### src/pwt_pkg.sv
// Purpose: Constants and types for the timer event, flag and status block.
// Assumes: One clock, byte-wide register port, printed offsets used as addresses.
// Notes:   All registers reset to zero.
// Function
// RULE_01: Noise filter changes its output only after four equal samples in a row.
// RULE_02: Filtered path lags the unfiltered input by four clock cycles.
// RULE_03: Asynchronous qualification drives the fault output straight from the event.
// RULE_04: Configuration zero means neither filter nor async; value three is reserved.
// RULE_05: Polarity zero selects falling edge or low level, one rising or high.
// RULE_06: Action zero raises fault only; one raises fault plus capture.
// RULE_07: Trigger enable routes the event as trigger; each input has its own controls.
// RULE_08: Interrupt enables sit at bit 3 for B, bit 2 for A, bit 0 cycle end.
// RULE_09: Trigger or capture on an input sets that input's trigger flag.
// RULE_10: Cycle-end flag at bit 0 is set when each timer cycle ends.
// RULE_11: Flags clear only by writing one; writing zero leaves them alone.
// RULE_12: Waveform B activity bit sets on any level change of waveform B.
// RULE_13: Waveform A activity bit sets on any level change of waveform A.
// RULE_14: Software clears an activity bit by writing one before new detection.
// RULE_15: Command-ready reads high once the last command has synchronised.
// RULE_16: Command strobes, or compare B high write with auto update, clear command-ready.
// RULE_17: Enable-ready reads high once the enable value has synchronised.
// RULE_18: Enable write, disable-at-cycle-end, or break without run-in-halt clear enable-ready.
// RULE_19: Response modes 1 to 3 stop one output and work the opposite cycle.
// RULE_20: Response modes 4 to 7 stop all outputs with their listed follow-up.
// RULE_21: Response modes 8 to A stop on edge or level as listed.
// RULE_22: Command strobes during an ongoing synchronisation are ignored.
// RULE_23: Each interrupt request is high while its flag and enable are both set.
// RULE_24: Every register resets to zero.
package pwt_pkg;
   // ----------------------------------------
   // Register map
   // ----------------------------------------
   localparam int ADDR_W = 5;
   localparam logic [4:0] OFS_EVC_A = 5'h08;
   localparam logic [4:0] OFS_EVC_B = 5'h09;
   localparam logic [4:0] OFS_IEN = 5'h0C;
   localparam logic [4:0] OFS_FLG = 5'h0D;
   localparam logic [4:0] OFS_STAT = 5'h0E;
   localparam logic [4:0] OFS_RESP_A = 5'h10;
   localparam logic [4:0] OFS_RESP_B = 5'h11;
   localparam logic [7:0] RST_VAL = 8'h00;
   // ----------------------------------------
   // Field positions and masks
   // ----------------------------------------
   localparam int EVC_CFG_LO = 6;
   localparam int EVC_EDGE = 4;
   localparam int EVC_ACTION = 2;
   localparam int EVC_TRIG_EN = 0;
   localparam logic [7:0] EVC_MASK = 8'hD5;
   localparam int BIT_TRIG_B = 3;
   localparam int BIT_TRIG_A = 2;
   localparam int BIT_CYC_END = 0;
   localparam logic [7:0] IRQ_MASK = 8'h0D;
   localparam int BIT_ACT_B = 7;
   localparam int BIT_ACT_A = 6;
   localparam int BIT_CMD_RDY = 1;
   localparam int BIT_EN_RDY = 0;
   localparam logic [7:0] RESP_MASK = 8'h0F;
   localparam logic [1:0] CFG_NEITHER = 2'h0;
   localparam logic [1:0] CFG_FILTER = 2'h1;
   localparam logic [1:0] CFG_ASYNC = 2'h2;
   // ----------------------------------------
   // Timing counts
   // ----------------------------------------
   localparam int FILT_SAMPLES = 4;
   localparam int SYNC_CYCLES = 3;
   localparam int CNT_W = 2;

   // Strobes from the control registers outside this block
   typedef struct packed {
      logic sync_at_cycle_end;
      logic sync_now;
      logic restart;
      logic software_capture_a;
      logic software_capture_b;
      logic compare_b_clear_high_wr;
      logic auto_update;
      logic enable_wr;
      logic disable_at_cycle_end;
      logic debug_break;
      logic run_in_halt;
   } pwt_cmd_t;

   // Decoded input response mode
   typedef struct packed {
      logic stop_own;
      logic stop_all;
      logic jump_opposite_and_hold;
      logic run_opposite_and_hold;
      logic run_opposite_during_fault;
      logic keep_period;
      logic deadtime_during_fault;
      logic jump_next_and_hold;
      logic hold_for_software;
      logic edge_stop_next_cycle;
      logic edge_stop_keep_period;
      logic level_stop_keep_period;
   } pwt_resp_t;

   // Complete block state
   typedef struct packed {
      logic [1:0][7:0] evc;
      logic [1:0][7:0] resp;
      logic [7:0] ien;
      logic [7:0] flg;
      logic [1:0] act;
      logic cmd_rdy;
      logic en_rdy;
      logic [CNT_W-1:0] cmd_cnt;
      logic [CNT_W-1:0] en_cnt;
      logic [1:0][1:0] sy;
      logic [1:0][FILT_SAMPLES-1:0] hist;
      logic [1:0] filt;
      logic [1:0] lvl;
      logic [1:0] trg;
      logic [1:0] cap;
      logic [1:0] wv;
      logic cmd_go;
      logic [7:0] rdata;
   } pwt_state_t;
endpackage

### src/pwt_event_irq.sv
// Purpose: Event inputs, flags, sync-ready status and response decode of the PWM timer.
// Assumes: Event inputs are asynchronous; timer-side signals share core_clk.
// Notes:   Read data appear the cycle after the read strobe.
`timescale 1ns/1ps
module pwt_event_irq (
   input wire logic core_clk,
   input wire logic rstn,
   input wire logic [pwt_pkg::ADDR_W-1:0] addr,
   input wire logic [7:0] wdata,
   input wire logic wr,
   input wire logic rd,
   output logic [7:0] rdata,
   input wire logic event_a,
   input wire logic event_b,
   input wire logic cycle_end,
   input wire logic waveform_out_a,
   input wire logic waveform_out_b,
   input wire pwt_pkg::pwt_cmd_t cmd,
   output logic command_ready,
   output logic enable_ready,
   output logic cmd_accept,
   output logic fault_a,
   output logic fault_b,
   output logic trigger_a,
   output logic trigger_b,
   output logic capture_a,
   output logic capture_b,
   output logic trigger_a_irq,
   output logic trigger_b_irq,
   output logic cycle_end_irq,
   output pwt_pkg::pwt_resp_t response_a,
   output pwt_pkg::pwt_resp_t response_b
);
   import pwt_pkg::*;

   // Elaboration check: the sync counter must be able to reach SYNC_CYCLES - 1
   if (SYNC_CYCLES < 1 || SYNC_CYCLES > (1 << CNT_W)) begin : g_bad_sync
      $error("SYNC_CYCLES does not fit the counter");
   end

   // ----------------------------------------
   // Response mode decode
   // ----------------------------------------
   // Used for both inputs; unknown codes decode to no action
   function automatic pwt_resp_t decode_mode(input logic [3:0] m);
      pwt_resp_t r;
      r = '0;
      case (m)
         4'h0: r = '0;
         4'h1: begin
            r.stop_own = 1'b1; // RULE_19
            r.jump_opposite_and_hold = 1'b1;
         end
         4'h2: begin
            r.stop_own = 1'b1; // RULE_19
            r.run_opposite_and_hold = 1'b1;
         end
         4'h3: begin
            r.stop_own = 1'b1; // RULE_19
            r.run_opposite_during_fault = 1'b1;
         end
         4'h4: begin
            r.stop_all = 1'b1; // RULE_20
            r.keep_period = 1'b1;
         end
         4'h5: begin
            r.stop_all = 1'b1; // RULE_20
            r.deadtime_during_fault = 1'b1;
         end
         4'h6: begin
            r.stop_all = 1'b1; // RULE_20
            r.jump_next_and_hold = 1'b1;
         end
         4'h7: begin
            r.stop_all = 1'b1; // RULE_20
            r.hold_for_software = 1'b1;
         end
         4'h8: r.edge_stop_next_cycle = 1'b1; // RULE_21
         4'h9: begin
            r.edge_stop_keep_period = 1'b1; // RULE_21
            r.keep_period = 1'b1;
         end
         4'hA: begin
            r.level_stop_keep_period = 1'b1; // RULE_21
            r.keep_period = 1'b1;
         end
         default: r = '0;
      endcase
      return r;
   endfunction

   pwt_state_t st;
   pwt_state_t next_st;
   logic halted;
   logic [1:0] raw;
   logic [1:0] rawact;
   logic [1:0] wave;
   logic [7:0] flg_set;
   logic cmd_any;

   // ----------------------------------------
   // Combinational helpers
   // ----------------------------------------
   // A halted timer ignores all events
   assign halted = cmd.debug_break & ~cmd.run_in_halt;
   assign raw = {event_b, event_a};
   assign wave = {waveform_out_b, waveform_out_a};
   assign cmd_any = cmd.sync_at_cycle_end | cmd.sync_now | cmd.restart // RULE_16
      | cmd.software_capture_a | cmd.software_capture_b
      | (cmd.compare_b_clear_high_wr & cmd.auto_update);

   // Async path skips the synchroniser, so it can glitch with the pin
   always_comb begin
      for (int i = 0; i < 2; i++) begin
         rawact[i] = ~(raw[i] ^ st.evc[i][EVC_EDGE]); // RULE_05
      end
   end

   // ----------------------------------------
   // Next-state logic
   // ----------------------------------------
   always_comb begin
      logic [1:0] q;
      logic [1:0] cfg;
      q = '0;
      cfg = '0;
      next_st = st;
      flg_set = '0;
      for (int i = 0; i < 2; i++) begin
         cfg = st.evc[i][EVC_CFG_LO +: 2];
         // Two-flop synchroniser, then the sample history
         next_st.sy[i] = {st.sy[i][0], raw[i]};
         next_st.hist[i] = {st.hist[i][FILT_SAMPLES-2:0], st.sy[i][1]};
         // Newest sample is the fourth of the window, so the filter adds four cycles, not five
         if (next_st.hist[i] == '0 || next_st.hist[i] == '1) begin
            next_st.filt[i] = st.sy[i][1]; // RULE_01 RULE_02
         end
         // Reserved configuration behaves as plain synchronised input
         q[i] = (cfg == CFG_FILTER) ? st.filt[i] : st.sy[i][1]; // RULE_04
         next_st.lvl[i] = ~(q[i] ^ st.evc[i][EVC_EDGE]); // RULE_05
         next_st.trg[i] = next_st.lvl[i] & ~st.lvl[i] & st.evc[i][EVC_TRIG_EN] & ~halted; // RULE_07
         next_st.cap[i] = next_st.trg[i] & st.evc[i][EVC_ACTION]; // RULE_06
         next_st.wv[i] = wave[i];
      end
      // Trigger flag follows trigger or capture of its own input
      flg_set[BIT_TRIG_A] = st.trg[0] | st.cap[0]; // RULE_09
      flg_set[BIT_TRIG_B] = st.trg[1] | st.cap[1]; // RULE_09
      flg_set[BIT_CYC_END] = cycle_end; // RULE_10
      next_st.flg = st.flg | flg_set;
      // Any level change of a waveform output marks activity
      next_st.act = st.act | (wave ^ st.wv); // RULE_12 RULE_13

      // Command synchronisation; strobes while busy are dropped
      next_st.cmd_go = 1'b0;
      if (st.cmd_rdy) begin
         if (cmd_any) begin
            next_st.cmd_rdy = 1'b0; // RULE_16 RULE_22
            next_st.cmd_cnt = '0;
            next_st.cmd_go = 1'b1;
         end
      end else if (st.cmd_cnt == CNT_W'(SYNC_CYCLES - 1)) begin
         next_st.cmd_rdy = 1'b1; // RULE_15
      end else begin
         next_st.cmd_cnt = st.cmd_cnt + 1'b1;
      end

      // Enable synchronisation; break without run-in-halt holds it not ready
      if (cmd.enable_wr || halted || (cmd.disable_at_cycle_end && st.en_rdy)) begin
         next_st.en_rdy = 1'b0; // RULE_18
         next_st.en_cnt = '0;
      end else if (!st.en_rdy) begin
         if (st.en_cnt == CNT_W'(SYNC_CYCLES - 1)) begin
            next_st.en_rdy = 1'b1; // RULE_17
         end else begin
            next_st.en_cnt = st.en_cnt + 1'b1;
         end
      end

      // Register writes; hardware sets win over write-one clears
      if (wr) begin
         case (addr)
            OFS_EVC_A: next_st.evc[0] = wdata & EVC_MASK;
            OFS_EVC_B: next_st.evc[1] = wdata & EVC_MASK; // RULE_07
            OFS_IEN: next_st.ien = wdata & IRQ_MASK; // RULE_08
            OFS_FLG: next_st.flg = (st.flg & ~(wdata & IRQ_MASK)) | flg_set; // RULE_11
            OFS_STAT: begin
               next_st.act[1] = (st.act[1] & ~wdata[BIT_ACT_B]) | (wave[1] ^ st.wv[1]); // RULE_14
               next_st.act[0] = (st.act[0] & ~wdata[BIT_ACT_A]) | (wave[0] ^ st.wv[0]); // RULE_14
            end
            OFS_RESP_A: next_st.resp[0] = wdata & RESP_MASK;
            OFS_RESP_B: next_st.resp[1] = wdata & RESP_MASK;
            default: ;
         endcase
      end

      // Read data are registered; unmapped addresses read zero
      next_st.rdata = RST_VAL;
      if (rd) begin
         case (addr)
            OFS_EVC_A: next_st.rdata = st.evc[0];
            OFS_EVC_B: next_st.rdata = st.evc[1];
            OFS_IEN: next_st.rdata = st.ien;
            OFS_FLG: next_st.rdata = st.flg;
            OFS_STAT: begin
               next_st.rdata[BIT_ACT_B] = st.act[1];
               next_st.rdata[BIT_ACT_A] = st.act[0];
               next_st.rdata[BIT_CMD_RDY] = st.cmd_rdy; // RULE_15
               next_st.rdata[BIT_EN_RDY] = st.en_rdy; // RULE_17
            end
            OFS_RESP_A: next_st.rdata = st.resp[0];
            OFS_RESP_B: next_st.rdata = st.resp[1];
            default: next_st.rdata = RST_VAL;
         endcase
      end
   end

   // ----------------------------------------
   // State register
   // ----------------------------------------
   always_ff @(posedge core_clk or negedge rstn) begin
      if (!rstn) begin
         st <= '0; // RULE_24
      end else begin
         st <= next_st;
      end
   end

   // ----------------------------------------
   // Outputs
   // ----------------------------------------
   assign rdata = st.rdata;
   assign command_ready = st.cmd_rdy;
   assign enable_ready = st.en_rdy;
   assign cmd_accept = st.cmd_go;
   assign trigger_a = st.trg[0];
   assign trigger_b = st.trg[1];
   assign capture_a = st.cap[0];
   assign capture_b = st.cap[1];
   // Fault is a level; async mode bypasses the synchroniser
   assign fault_a = st.evc[0][EVC_TRIG_EN] & ~halted // RULE_03
      & ((st.evc[0][EVC_CFG_LO +: 2] == CFG_ASYNC) ? rawact[0] : st.lvl[0]);
   assign fault_b = st.evc[1][EVC_TRIG_EN] & ~halted // RULE_03
      & ((st.evc[1][EVC_CFG_LO +: 2] == CFG_ASYNC) ? rawact[1] : st.lvl[1]);
   assign trigger_a_irq = st.flg[BIT_TRIG_A] & st.ien[BIT_TRIG_A]; // RULE_23
   assign trigger_b_irq = st.flg[BIT_TRIG_B] & st.ien[BIT_TRIG_B]; // RULE_23
   assign cycle_end_irq = st.flg[BIT_CYC_END] & st.ien[BIT_CYC_END]; // RULE_23
   assign response_a = decode_mode(st.resp[0][3:0]);
   assign response_b = decode_mode(st.resp[1][3:0]);
endmodule

### config.mk
export PLATFORM = sky130hd
export DESIGN_NAME = pwt_event_irq
export DESIGN_NICKNAME = d
export VERILOG_FILES = /design/src/pwt_pkg.sv /design/src/pwt_event_irq.sv
export SDC_FILE = /design/constraint.sdc
export NUM_CORES = 1
export LEC_CHECK = 0
export BUFFER_PORTS_ARGS = -buffer_cell sky130_fd_sc_hd__buf_2
export CAP_MARGIN = 20
export CORE_MARGIN = 8
export CORE_UTILIZATION = 56
export DETAILED_ROUTE_END_ITERATION = 16
export GPL_TIMING_DRIVEN = 1
export PLACE_DENSITY = 0.84
export SLEW_MARGIN = 25
export SYNTH_ARGS = -nofsm -noshare
export SYNTH_HDL_FRONTEND = slang
export SYNTH_SLANG_ARGS = --single-unit
### constraint.sdc
create_clock -name core_clk -period 2.17 [get_ports core_clk]
set_input_delay 0.5425 -clock core_clk [delete_from_list [all_inputs] [get_ports core_clk]]
set_output_delay 0.5425 -clock core_clk [all_outputs]
set_load 0.02 [all_outputs]
# ---- Word level (Yosys, flattened, before mapping)
# Cells that the tools add are included.
dict set report op_classes {
  add_sub_neg 2
  n_eq_ne 39
  n_mux 49
  n_bitwise 50
  n_reduce_logical 20
}
# op count
set op_table {}
lappend op_table {{$mux W1} 36}
lappend op_table {{$eq A4 B3 Y1 const B} 8}
lappend op_table {{$eq A4 B4 Y1 const B} 8}
lappend op_table {{$eq A5 B4 Y1 const B} 5}
lappend op_table {{$pmux W4 S6} 1}
lappend op_table {{$and A1 B1 Y1} 19}
lappend op_table {{$eq A4 B2 Y1 const B} 4}
lappend op_table {{$mux W8} 2}
lappend op_table {{$or A8 B4 Y8} 2}
lappend op_table {{$mux W2} 7}
lappend op_table {{$pmux W2 S7} 1}
lappend op_table {{$reduce_and A2 Y1} 7}
lappend op_table {{$reduce_or A3 Y1} 4}
lappend op_table {{$eq A5 B5 Y1 const B} 2}
lappend op_table {{$mux W10} 1}
lappend op_table {{$not A1 Y1} 10}
lappend op_table {{$or A1 B1 Y1} 9}
lappend op_table {{$and A8 B8 Y8} 1}
lappend op_table {{$eq A2 B2 Y1 const B} 4}
lappend op_table {{$eq A4 B1 Y1 const B} 2}
lappend op_table {{$logic_not A4 Y1} 2}
lappend op_table {{$not A4 Y8} 1}
lappend op_table {{$pmux W2 S4} 1}
lappend op_table {{$reduce_or A4 Y1} 2}
lappend op_table {{9 further kinds} 21}
dict set report word_totals {
  ff_bits 66
  in_bits 33
  output_inout_bits 44
  elab_cells 183
}

# ---- Longest topological paths before layout
dict set report logic_depth {
  depth_word 8
  depth_mapped 6
}

# ---- Least setup slack after synthesis
# OpenSTA, ideal clock, no wires.
dict set report synth_path {
  kind {register -> output}
  startpoint {reg st[57] in the netlist's numbering}
  endpoint {out response_a[2] in the netlist's numbering}
  arrival_time_ps 1079
  setup_slack_ps 549
  path_stages_with_launch 3
  n_path_buf 0
  cell_sequence {dfrtp_1 > nand2b_1 > nor3_1}
}
# element line_no
set synth_lines {}
lappend synth_lines {{start, declared} pwt_event_irq.sv:92} ;# pwt_state_t st;
lappend synth_lines {{start signal, assigned} pwt_event_irq.sv:224} ;# st <= next_st;
lappend synth_lines {{end, declared} pwt_event_irq.sv:31} ;# output pwt_pkg::pwt_resp_t response_a,

==> impl_metrics.py <==
metrics = {
    "yosys": {
        "synth_fa_ha_area_share_pct": 0.8707,
        "synth_area_leaders": "dfrtp_1 (52%), mux2_2 (9.4%), nor2_1 (3.8%)",
        "ys_seq_elements": 60,
        "synth-compound-area-share_pct": 8.228,
        "ys_warn_count": 0,
        "synth.cell_area_um2": 2874,
        "yosys.area.top_type": "dfrtp_1",
        "ys.flop_type": "dfrtp_1",
        "syn-num-nets": 296,
        "synth_edf_count": 0,
        "synthMuxAreaShare_pct": 12.63,
        "ys_seq_area_share_pct": 52.24,
        "synthArstFlopShare_pct": 100.0,
        "synthSimpleGateAreaFrac_pct": 19.24,
        "yosys.area_share.xor_xnor_pct": 2.438,
        "synth_area_per_cell_um2": 11.01,
        "synth_top_family_by_area": "simple AND/OR/NAND/NOR gates",
        "syn_inst": 261,
        "ys_types": 44,
        "synth_top_area_share_pct": 52.24,
    },
    "placement": {
        "place_area_um2": 3256,
        "globalplace.congestion": 0.8324,
        "io_buffers": 74,
        "place_hpwl_um": 4946,
        "dp_slack_ns": 0.2727,
    },
    "sta": {
        "rsz0062_at_grt": "false",
        "fin_skew_ns": 0.004945,
        "fin_crit_sh_pct": 93.19,
        "worst_slack_ns": 0.1478,
        "hold_viol": 0,
        "max_freq_mhz": 494.5,
        "drv_slew": 0,
        "fin_setup_tns_ns": 0,
        "post-route-min-period_ns": 2.022,
        "setup_viol": 0,
    },
    "finish": {
        "mostFrequentLayoutCell": "buf_2",
        "final_nets": 371,
        "layout-drive-gt1-share_pct": 35.48,
        "final_util_pct": 68.59,
        "final_cell_area_um2": 3458,
        "most-common-layout-cells": "buf_2 (74), dfrtp_1 (60), nor2_1 (29)",
        "syn2layout_area_growth_pct": 20.33,
        "antenna_cells": 0,
    },
    "clock_network": {
        "clk_path_buf_depth": 2,
        "clkTransAtPathRegs_ns": 0.06,
        "cts-root-buf": "clkbuf_8",
        "post-cts-setup-buffers": 0,
        "cts_resized": 0,
        "cts_made_buffers": 9,
        "clock-sinks": 60,
        "insertion_delay_ns": 0.34,
        "ctsHoldBuffers": 0,
        "h-tree-depth": 3,
        "cts_tree": "done",
    },
    "floorplan": {
        "fp.dieArea_um2": 7681,
        "num_rows": 26,
        "fp.dieW_um": 87.64,
        "io_pins": 77,
        "die_y_um": 87.64,
        "initial_utilization_pct": 57.00,
        "coreArea_um2": 5042,
    },
    "critical_path": {
        "crit_type": "reg -> out",
        "worstPathMaxFanout": 7,
        "cp-end-kind": "primary output",
        "arrival_ns": 1.48,
        "cp.required_ns": 1.63,
        "crit_path_start_kind": "register",
    },
    "worst_hold_path": {
        "hp-class": "in -> async",
    },
    "detailed_routing": {
        "drt_iter0_drc": 150,
        "drt-wirelength-per-cell_um": 16.06,
        "routed_via_density": 5.377,
        "wl_um": 6601,
        "drc": 0,
        "drtPass1Iterations": 6,
        "ant_nets": 0,
        "vias": 2210,
    },
    "pwr": {
        "power.density_nw_per_um2": 962.1,
        "power.total_mw": 3.327,
        "p_leak_nw": 1.721,
        "vdd_drop_max_uv": 787.0,
    },
    "grt": {
        "grt_pass1_vias": 2244,
        "grt_pass1_wl_um": 10620,
        "antenna_found_initial": 0,
        "grt_max_degree": 36,
        "grt_usage_pct": 18.28,
        "grt_overflow": 0,
    },
    "run_status": {
        "outcome": "complete, no violations",
    },
    "run": {
        "drv_cap": 0,
    },
}
## logic make-up (layout without fill, tap and decap cells)
logic type | count (synthesis) | count (layout)
other | 1 | 1
buffers and inverters | 20 | 100
adder cells (fa/ha/maj) | 2 | 2
AND/OR/NAND/NOR | 100 | 100
XOR/XNOR | 8 | 8
AO/OA/AOI/OAI | 37 | 37
multiplexers | 33 | 33
flip-flops | 60 | 60
## path summary, 6_finish.rpt
check | to | slack [ns] | cells past startpoint | startpoint
hold / removal | next_st[28] | 0.21 | 2 | rstn
max in group asynchronous | rdata[0] | 1.62 | 2 | rstn
setup / recovery | response_a[6] | 0.15 | 4 | st[56]
setup reg to reg | capture_b | 0.77 | 4 | st[86]
min in group core_clk | next_st[28] | 0.33 | 1 | event_a
hold reg to reg | next_st[23] | 0.36 | 0 | next_st[30]
## cell usage after synthesis, types with 3 or more instances
cell type / instances
nand2b_1: 12
xnor2_1: 3
nand3_1: 8
xor2_1: 5
dfrtp_1: 60
a21o_1: 6
mux2i_1: 7
mux2_2: 24
inv_1: 8
a21oi_1: 13
nand2_1: 9
o22ai_1: 3
a22oi_1: 4
and2_1: 4
buf_4: 10
nor2b_1: 4
nor3_1: 14
or3_1: 4
nor2_1: 29
## layout make-up
cell class                 count  area (um2)
clock inverter                 4       47.55
clock buffer                  12       155.1
inverter                       8       30.03
multi-input combinational    181        1251
tap                           70       87.58
timing repair buffer          76       385.4
fill                         389        1584
sequential                    60        1501
## sequential cells by signal, indices dropped and copies added, names as in the netlist
name           cells
capture_a          1
capture_b          1
cmd_accept         1
command_ready      1
enable_ready       1
next_st           10
rdata              7
st                36
trigger_a          1
trigger_b          1
## through the flow
step                      instances  hold slack [ns]
after detailed placement        395           0.3403
final                           411           0.2068
after global routing            411           0.2172
after global placement          395           0.3341
after CTS                       411           0.2085
after floorplan                 261           0.2469
## metal layers
| layer | vias up | track usage [%] | share of wire [%] |
|---|---|---|---|
| li1 | 1061 | - | - |
| met1 | 1061 | 22.20 | 43 |
| met2 | 76 | 28.31 | 47 |
| met3 | 12 | 7.317 | 8.0 |
| met4 | 0 | 7.344 | 2.0 |
| met5 | - | 0 | 0 |
## critical path, stage by stage, from the launching register on
cell and delay [ns]:
dfrtp_1 0.46, nand2b_1 0.23, a21oi_1 0.20, a21o_1 0.10, buf_2 0.16
## where the power goes
| part | switching, mW | internal (mW) | leakage (nW) |
|---|---|---|---|
| Combinational | 0.470 | 0.363 | 0.869 |
| Sequential | 0.188 | 1.30 | 0.749 |
| Clock | 0.421 | 0.589 | 0.102 |
(Power assumes the default switching activity.)
